`src/shared/wdog_pkg.sv`:
```
// watchdog reset/reload-lock package: register indices, unlock codes,
// lock states, reset-cause layout, timing constants.
// assumes a byte-wide register port from the processor core.
package wdog_pkg;

  // ************************************************************
  // register selection and unlock pattern
  // ************************************************************
  localparam logic [1:0] sel_control_port = 2'h0; // control / reset cause
  localparam logic [1:0] sel_upper        = 2'h1; // reload upper byte
  localparam logic [1:0] sel_high         = 2'h2; // reload high byte
  localparam logic [1:0] sel_low          = 2'h3; // reload low byte
  localparam logic [7:0] unlock_first     = 8'h55;
  localparam logic [7:0] unlock_second    = 8'haa;

  // ************************************************************
  // reset cause register layout
  // ************************************************************
  localparam int cause_wdt_pos  = 5; // watchdog cause flag
  localparam int cause_stop_pos = 4; // stop-recovery flag
  localparam logic [7:0] cause_reset_value = 8'h00;

  // ************************************************************
  // counter and timing
  // ************************************************************
  localparam logic [23:0] reload_reset_value = 24'hffffff;
  localparam int  core_clk_mhz        = 100;
  localparam int  wdog_tick_ns        = 100; // watchdog clock period
  localparam int  tick_div_cycles     = (wdog_tick_ns * core_clk_mhz) / 1000;
  localparam logic [7:0] tick_div_last = 8'(tick_div_cycles - 1);

  // lock state machine
  typedef enum logic [2:0] {
    lock_idle     = 3'b000,
    lock_got_first = 3'b001,
    lock_open_upper = 3'b010,
    lock_open_high  = 3'b011,
    lock_open_low   = 3'b100
  } lock_state_type;

  // one register access, write or read, from the core
  typedef struct packed {
    logic       wr;
    logic       rd;
    logic [1:0] sel;
    logic [7:0] data;
  } reg_req_type;

endpackage

```
`src/verilog/wdog_reload_lock.sv`:
```
// watchdog counter with reset-on-timeout and locked reload path.
// assumes byte writes from the core, one request per cycle, synchronous
// sys_rst, and a core-supplied refresh pulse and stop-mode level.
//
// Summary of operation
// - a timeout with reset enabled in normal run forces system reset.
// - such a timeout sets the watchdog cause flag to 1.
// - a timeout with reset enabled in stop mode starts stop recovery.
// - a stop-mode timeout with reset enabled sets both watchdog and stop flags to 1.
// - reload bytes stay protected until the unlock pattern completes.
// - unlock writes store nothing, they only advance the lock machine.
// - any stray write during the sequence returns the lock to start.
// - reload writes outside an opened sequence are ignored.
// - counter loads the reload on first enable and on every refresh while enabled.
// - control stores no written bits; reads there return the reset cause.
// - reload bytes form a 24-bit value; reads return the live count.
`timescale 1ns/1ps
module wdog_reload_lock
  import wdog_pkg::*;
(
  input  wire logic        core_clk,    // 100 mhz system clock
  input  wire logic        sys_rst,     // synchronous reset, high
  input  wire reg_req_type req,         // register access from core
  input  wire logic        wdog_enable, // watchdog enabled
  input  wire logic        reset_on_to, // timeout causes reset
  input  wire logic        stop_mode,   // device is in stop mode
  input  wire logic        refresh,     // refresh instruction pulse
  input  wire logic        cause_clear, // core clears reset cause
  output logic [7:0]       rd_data,     // read data, one cycle later
  output logic             sys_reset_req, // system reset pulse
  output logic             stop_recover,  // stop recovery pulse
  output logic             timeout_evt    // timeout pulse
);

  // ************************************************************
  // state
  // ************************************************************
  lock_state_type lock_state;
  lock_state_type next_lock_state;
  logic [23:0]    reload;
  logic [23:0]    count;
  logic [7:0]     cause;
  logic [7:0]     tick_cnt;
  logic           enabled_d;

  // ************************************************************
  // decode
  // ************************************************************
  wire ctl_wr    = req.wr && (req.sel == sel_control_port);
  wire wr_upper  = req.wr && (req.sel == sel_upper)
                   && (lock_state == lock_open_upper);
  wire wr_high   = req.wr && (req.sel == sel_high)
                   && (lock_state == lock_open_high);
  wire wr_low    = req.wr && (req.sel == sel_low)
                   && (lock_state == lock_open_low);
  wire tick      = (tick_cnt == tick_div_last);
  wire first_en  = wdog_enable && !enabled_d;
  wire load_now  = first_en || (wdog_enable && refresh);
  wire expire    = wdog_enable && tick && (count == 24'h000000)
                   && !load_now;
  wire to_reset  = expire && reset_on_to;
  wire to_normal = to_reset && !stop_mode;
  wire to_stop   = to_reset && stop_mode;

  // lock machine: only the exact next step advances, any other write resets
  always_comb begin
    next_lock_state = lock_state;
    if (req.wr) begin
      case (lock_state)
        lock_idle:
          next_lock_state = (ctl_wr && req.data == unlock_first)
                            ? lock_got_first : lock_idle;
        lock_got_first:
          next_lock_state = (ctl_wr && req.data == unlock_second)
                            ? lock_open_upper : lock_idle;
        lock_open_upper:
          next_lock_state = wr_upper ? lock_open_high : lock_idle;
        lock_open_high:
          next_lock_state = wr_high ? lock_open_low : lock_idle;
        lock_open_low:
          next_lock_state = lock_idle;
        default:
          next_lock_state = lock_idle;
      endcase
    end
  end

  always_ff @(posedge core_clk) begin
    if (sys_rst) lock_state <= lock_idle;
    else lock_state <= next_lock_state;
  end

  // reload bytes; control writes store no bits at all
  always_ff @(posedge core_clk) begin
    if (sys_rst) begin
      reload <= reload_reset_value;
    end else begin
      if (wr_upper) reload[23:16] <= req.data;
      if (wr_high)  reload[15:8]  <= req.data;
      if (wr_low)   reload[7:0]   <= req.data;
    end
  end

  // watchdog tick divider
  always_ff @(posedge core_clk) begin
    if (sys_rst || tick) tick_cnt <= 8'h00;
    else tick_cnt <= tick_cnt + 8'h01;
  end

  // down counter
  always_ff @(posedge core_clk) begin
    if (sys_rst) begin
      count     <= reload_reset_value;
      enabled_d <= 1'b0;
    end else begin
      enabled_d <= wdog_enable;
      if (load_now) count <= reload;
      else if (wdog_enable && tick && count != 24'h000000)
        count <= count - 24'h000001;
      else if (expire) count <= reload;
    end
  end

  // reset cause flags; hardware set wins over software clear
  always_ff @(posedge core_clk) begin
    if (sys_rst) begin
      cause <= cause_reset_value;
    end else begin
      if (cause_clear) cause <= cause_reset_value;
      if (to_normal) cause[cause_wdt_pos] <= 1'b1;
      if (to_stop) begin
        cause[cause_wdt_pos]  <= 1'b1;
        cause[cause_stop_pos] <= 1'b1;
      end
    end
  end

  // registered outputs
  always_ff @(posedge core_clk) begin
    if (sys_rst) begin
      rd_data       <= 8'h00;
      sys_reset_req <= 1'b0;
      stop_recover  <= 1'b0;
      timeout_evt   <= 1'b0;
    end else begin
      sys_reset_req <= to_normal;
      stop_recover  <= to_stop;
      timeout_evt   <= expire;
      case (req.sel)
        sel_control_port: rd_data <= cause;
        sel_upper:        rd_data <= count[23:16];
        sel_high:         rd_data <= count[15:8];
        sel_low:          rd_data <= count[7:0];
        default:          rd_data <= 8'h00;
      endcase
    end
  end
endmodule // wdog_reload_lock
```
`config.mk`:
```
export PLATFORM = sky130hd
export DESIGN_NAME = wdog_reload_lock
export DESIGN_NICKNAME = d
export VERILOG_FILES = /design/src/shared/wdog_pkg.sv /design/src/verilog/wdog_reload_lock.sv
export SDC_FILE = /design/constraint.sdc
export NUM_CORES = 1
export LEC_CHECK = 0
export BUFFER_PORTS_ARGS = -buffer_cell sky130_fd_sc_hd__buf_2
export CAP_MARGIN = 20
export CORE_MARGIN = 4
export CORE_UTILIZATION = 60
export DETAILED_ROUTE_END_ITERATION = 8
export PLACE_DENSITY = 0.8
export RECOVER_POWER = 25
export SLEW_MARGIN = 20
export SYNTH_ARGS = -nofsm -noshare
export SYNTH_HDL_FRONTEND = slang
export SYNTH_SLANG_ARGS = --single-unit
```
`constraint.sdc`:
```
create_clock -name core_clk -period 2.79 [get_ports core_clk]
set_input_delay 0.558 -clock core_clk [delete_from_list [all_inputs] [get_ports core_clk]]
set_output_delay 0.558 -clock core_clk [all_outputs]
set_load 0.02 [all_outputs]
```
==> results of run 1 <==
-- state kept, by name, indices dropped and copies added (netlist names) --
register       cells
reload            24
count             24
enabled_d          1
tick_cnt           8
rd_data            8
sys_reset_req      1
stop_recover       1
lock_state         3
cause              2
timeout_evt        1
-- through the flow --
step,worst slack [ns],std cells
after floorplan,0.803,413
after global placement,0.534,507
after detailed placement,0.464,507
after CTS,0.435,522
after global routing,0.207,522
final,0.415,522
-- area by class of cell --
type | instances | area (um^2)
multi-input combinational | 310 | 2060
clock inverter | 6 | 83.8
clock buffer | 9 | 124
inverter | 7 | 26.3
fill | 506 | 1880
sequential | 73 | 1460
timing repair buffer | 42 | 223
tap | 75 | 93.8
-- worst max-delay path, cell delays in order --
cell and delay, ns:
clkbuf_1 0.70, clkbuf_1 0.77, nor2b_1 0.09, and4_1 0.23
nor4_1 0.26
-- power groups by stage --
stage          clock network [mW]  logic (mW)  registers (mW)
2_1_floorplan                   0      0.0750            1.10
3_3_place_gp                    0       0.130            1.09
3_5_place_dp                    0       0.133            1.09
4_1_cts                     0.891       0.133            1.07
5_1_grt                     0.943       0.144            1.07
6_report                    0.880       0.132            1.07
-- routing by layer --
metal	track usage, %	routed length (um)	share of wire, %	vias to the layer above
met3	5.23	700	7.7	25
li1	-	-	-	1561
met1	34.2	4060	45	1541
met4	13.0	240	2.7	0
met2	39.3	4030	45	140
met5	0	0	0	-
-- worst max-delay path by stage --
stage	startpoint	to	slack, ns	depth (start not counted)
finish	sys_rst	count[22]	0.42	5
CTS	tick_cnt[0]	count[21]	0.43	6
floorplan	count[0]	count[13]	0.80	6
global route	tick_cnt[0]	count[22]	0.21	7
global placement	tick_cnt[0]	count[21]	0.53	6
detailed placement	tick_cnt[0]	count[21]	0.46	6
-- kinds of logic (layout without fill, tap and decap cells) --
family / count (synthesis) / in the layout / share of synthesized area [%]
AO/OA/AOI/OAI: 66 / 66 / 11.7
XOR/XNOR: 6 / 6 / 1.42
adder cells (fa/ha/maj): 4 / 4 / 1.35
buffers and inverters: 30 / 64 / 4.77
flip-flops: 73 / 73 / 39.5
multiplexers: 48 / 48 / 13.9
AND/OR/NAND/NOR: 186 / 186 / 27.4
-- synthesized netlist by cell type, drive strengths merged (2+ instances only) --
master / count / area, um^2
or3: 5 / 32.5
nand4b: 5 / 43.8
and3: 3 / 18.8
or2: 2 / 12.5
nor2: 46 / 173
and4: 3 / 27.5
nand4: 5 / 37.5
mux2i: 40 / 400
dfxtp: 73 / 1460
clkbuf: 12 / 65.1
o31ai: 2 / 15.0
nor4bb: 3 / 30.0
nand3: 14 / 70.1
and2: 3 / 18.8
nor4b: 3 / 32.5
nor2b: 5 / 31.3
a21oi: 10 / 50.1
nor3b: 3 / 22.5
nand2: 45 / 169
mux2: 6 / 67.6
o211ai: 6 / 45.0
o21ai: 19 / 98.9
buf: 11 / 85.1
inv: 7 / 26.3
a22oi: 21 / 158
nor3: 17 / 90.1
mux4: 2 / 45.0
ha: 4 / 50.1
or4: 6 / 48.8
xor2: 5 / 43.8
nor4: 14 / 121
==> results.py, run 1 <==
metrics = {
    "min_path": {
        "min-delay-start": "stop_mode",
        "hold_path_depth": 2,
        "hold_class": "in -> reg",
        "holdPathEnd": "sys_reset_req",
    },
    "route": {
        "drc": 0,
        "drt_wl_total_mm": 9.03,
        "dr.pass1.iters": 5,
        "drt_iter0_markers": 258,
        "antenna_left": 0,
        "viasPerCell": 6.26,
        "vias": 3267,
        "wire_per_inst_um": 17.3,
    },
    "clock_network": {
        "htreeDepth": 3,
        "path_clk_slew_ns": 0.07,
        "cts_max_path_buffers": 2,
        "worstSkewPairLatency_ns": 0.35,
        "cts_tree": "yes",
        "cts.sinks": 73,
        "cts_resized": 0,
        "post_cts_buffers": 0,
        "hold_buffers": 0,
        "cts-buffers-inserted": 9,
        "cts_root_buf": "clkbuf_8",
    },
    "synthesis": {
        "ys_ff_latch": 73,
        "yosysUniqueCellTypes": 57,
        "synth_edf_count": 0,
        "synth_warnings": 0,
        "syn-instance-count": 413,
        "synthArstFlopShare_pct": 0,
        "synth_flop_cell": "dfxtp_1",
        "syn_area_um2": 3700,
        "synth_area_per_cell_um2": 8.96,
        "synth_fp_nets": 436,
        "ys_seq_area_share_pct": 39.5,
    },
    "finish": {
        "area_delta_synth_final_pct": 10.1,
        "post_route_cells_drive_above_1_share_pct": 15.2,
        "final_common_cell": "dfxtp_1",
        "final_cell_mix": "dfxtp_1 (73), nor2_1 (46), nand2_1 (45), mux2i_1 (40), a22oi_1 (21)",
        "antennaDiodeCount": 0,
        "final_area_um2": 4080,
        "utilization_pct": 68.4,
        "final_nets": 466,
    },
    "global_routing": {
        "grt_overflow_total": 0,
        "antenna_found_initial": 0,
        "first_global_vias": 3060,
        "track_usage_pct": 25.6,
        "grt_pass1_wl_mm": 15.0,
        "grt_max_degree": 25,
    },
    "sta": {
        "holdWs_ns": 0.377,
        "worstMarginPinSlew_ns": 0.965,
        "clock_skew_ns": 0.00885,
        "max_freq_mhz": 421,
        "fin_tns_setup_ns": 0,
        "relSlewSlack_pct": 35.6,
        "period_minus_slack_ns": 2.37,
        "slew_viol_final": 0,
        "rsz0062_at_grt": "no",
        "period_share_pct": 85.1,
        "hold_viol": 0,
        "setup_viol": 0,
    },
    "placement": {
        "gp_congestion": 0.940,
        "dpl.hpwl_mm": 6.33,
        "placed_cell_area_um2": 3890,
        "io_buffers": 28,
    },
    "floorplanning": {
        "die_area_um2": 7490,
        "die_y_um": 86.6,
        "die_w_um": 86.6,
        "initial_core_util_pct": 62.2,
        "rows": 28,
        "pin_count": 30,
        "coreArea_um2": 5960,
    },
    "setup_path": {
        "r2r_start": "tick_cnt[0]",
        "reg2reg_to": "count[21]",
        "r2r_cells": 6,
        "cp-end-kind": "flop",
        "reg2reg_slack_ns": 0.43,
        "cp.required_ns": 3.03,
        "path_class": "in -> reg",
        "start_kind": "input port",
        "worst-path-max-fanout": 21,
        "arrival_ns": 2.62,
    },
    "power": {
        "total_power_mw": 2.08,
        "switching_share_pct": 23.2,
        "powerDensity_nw_per_um2": 510,
        "power_frac_seq_pct": 51.3,
        "p_sw_uw": 483,
        "irDropWorstVdd_v": 0.000464,
        "power.leakage_nw": 1.40,
        "p_int_mw": 1.60,
        "clockPowerShare_pct": 42.3,
        "pwr-share-comb_pct": 6.4,
    },
    "run": {
        "maxCapViolCount": 0,
    },
    "run_status": {
        "status": "finished clean",
    },
}
No activity file was read; power rests on OpenSTA's default activity.
==> run 2: changes to the inputs <==
--- a/config.mk
+++ b/config.mk
@@ -8,9 +8,8 @@
 export BUFFER_PORTS_ARGS = -buffer_cell sky130_fd_sc_hd__buf_2
 export CAP_MARGIN = 20
 export CORE_MARGIN = 4
-export CORE_UTILIZATION = 60
+export CORE_UTILIZATION = 41
 export DETAILED_ROUTE_END_ITERATION = 8
-export PLACE_DENSITY = 0.8
 export RECOVER_POWER = 25
 export SLEW_MARGIN = 20
 export SYNTH_ARGS = -nofsm -noshare
==> run 2 against run 1 <==
First-iteration DRC count decreased by 37%. Non-clock buffer count unchanged. Core utilization decreased by 21 points. Hold slack got worse by 0.010 ns. Clock power increased by 27%. Highest routed layer unchanged.
==> results.py, run 2 (same netlist as run 1, synthesis figures left out) <==
metrics = {
    "setup_path": {
        "cp-end-kind": "flop",
        "r2r_start": "count[0]",
        "start_kind": "flop",
        "critPathTopFamily": "compound AO/OA/AOI/OAI gates",
        "slowest_delay_ns": 0.60,
        "arrival_ns": 2.80,
        "cp_slowest_cell": "o21ai_2",
        "cp.required_ns": 3.06,
        "worst-path-max-fanout": 14,
        "reg2reg_to": "count[0]",
        "r2r_cells": 8,
        "reg2reg_slack_ns": 0.26,
        "path_class": "reg -> reg",
        "path_buf_inv": 2,
        "crit_chain": "inv_1 -> ha_1 -> nor4b_1 -> nand3_1 -> o21ai_2 -> buf_4 -> a21oi_1 -> o211ai_1",
    },
    "floorplanning": {
        "die_y_um": 103,
        "initial_core_util_pct": 42.2,
        "pin_count": 30,
        "coreArea_um2": 8760,
        "die_area_um2": 10600,
        "die_w_um": 103,
        "rows": 34,
    },
    "min_path": {
        "holdPathEnd": "sys_reset_req",
        "hold_class": "in -> reg",
        "hold_path_depth": 2,
        "min-delay-start": "stop_mode",
    },
    "route": {
        "vias": 3158,
        "wire_per_inst_um": 17.3,
        "drc": 0,
        "dr.pass1.iters": 4,
        "drt_wl_total_mm": 9.60,
        "viasPerCell": 5.68,
        "drt_iter0_markers": 162,
        "antenna_left": 0,
    },
    "finish": {
        "final_nets": 466,
        "final_common_cell": "dfxtp_1",
        "fillerInstances": 821,
        "final_cell_mix": "dfxtp_1 (73), nor2_1 (46), nand2_1 (45), mux2i_1 (40), a22oi_1 (21)",
        "reg.largest.list": "count x24, reload x24",
        "post_route_cells_drive_above_1_share_pct": 16.3,
        "area_delta_synth_final_pct": 13.3,
        "final_cells": 556,
        "antennaDiodeCount": 0,
    },
    "sta": {
        "hold_viol": 0,
        "clock_skew_ns": 0.00957,
        "period_share_pct": 90.8,
        "worstMarginPinSlew_ns": 1.17,
        "holdWs_ns": 0.367,
        "rsz0062_at_grt": "no",
        "period_minus_slack_ns": 2.53,
        "relSlewSlack_pct": 21.9,
        "slew_viol_final": 0,
        "setup_viol": 0,
        "max_freq_mhz": 395,
        "fin_tns_setup_ns": 0,
        "setup_ws_ns": 0.258,
    },
    "power": {
        "powerDensity_nw_per_um2": 554,
        "power_frac_seq_pct": 45.9,
        "power.leakage_nw": 1.44,
        "p_sw_uw": 509,
        "clockPowerShare_pct": 48.4,
        "p_int_mw": 1.82,
        "total_power_mw": 2.32,
        "pwr-share-comb_pct": 5.8,
        "switching_share_pct": 21.9,
        "irDropWorstVdd_v": 0.000219,
    },
    "clock_network": {
        "cts_tree": "yes",
        "cts_max_path_buffers": 2,
        "worstSkewPairLatency_ns": 0.36,
        "cts_resized": 0,
        "cts-buffers-inserted": 9,
        "path_clk_slew_ns": 0.08,
        "cts_root_buf": "clkbuf_8",
        "cts.sinks": 73,
        "post_cts_buffers": 0,
        "htreeDepth": 3,
        "hold_buffers": 0,
    },
    "global_routing": {
        "grt_overflow_total": 0,
        "first_global_vias": 2890,
        "grt_max_degree": 26,
        "grt_pass1_wl_mm": 15.2,
        "antenna_found_initial": 0,
        "track_usage_pct": 18.8,
    },
    "placement": {
        "io_buffers": 28,
        "dp_cells": 540,
        "dp_worst_setup_slack_ns": 0.354,
        "dpl.hpwl_mm": 6.91,
        "gp_congestion": 0.925,
    },
    "run_status": {
        "status": "finished clean",
    },
    "run": {
        "maxCapViolCount": 0,
    },
}
-- run 2: area by class of cell --
type	count	area (um^2)	area share (%)
Clock buffer	10	138	3.28
Clock inverter	6	138	3.28
Inverter	7	26.3	0.626
Multi-Input combinational cell	310	2070	49.3
Sequential cell	73	1460	34.8
Tap cell	108	135	3.22
Timing Repair Buffer	42	226	5.40
-- run 2: worst max path at each step --
stage	startpoint	to	slack, ns	depth (start not counted)
6_report	count[0]	count[0]	0.26	8
5_1_grt	count[0]	count[0]	0.08	8
4_1_cts	count[0]	count[0]	0.31	8
3_5_place_dp	count[0]	count[0]	0.35	8
3_3_place_gp	count[9]	count[6]	0.44	6
2_1_floorplan	count[0]	count[13]	0.80	6
-- run 2: power by group through the flow --
stage               Combinational (mW)  Clock, mW  Sequential, mW
finish                           0.134       1.12            1.07
global route                     0.148       1.20            1.07
CTS                              0.137       1.15            1.07
detailed placement               0.137          0            1.09
global placement                 0.135          0            1.09
floorplan                       0.0750          0            1.10
-- run 2: per-stage QoR --
step | cell area, um^2 | utilization (%)
after floorplan | 3700 | -
after global placement | 3940 | 44.9
after detailed placement | 3940 | 44.9
after CTS | 4210 | 48.1
after global routing | 4190 | 47.9
final | 4190 | 47.9
-- run 2: layer usage --
layer,track usage [%],part of all wire [%]
met3,3.52,5.0
met1,27.4,50
met4,6.97,2.1
met2,27.4,43
met5,0,0
-- run 2: worst reg2reg max path, delay by kind of cell (launching register included) --
kind	cells	cell delay, ns
AOI/OAI and AO/OA	3	0.87
and+or+nand+nor	2	0.68
buffers and inverters	2	0.42
DFF	1	0.34
adders and majority gates	1	0.15
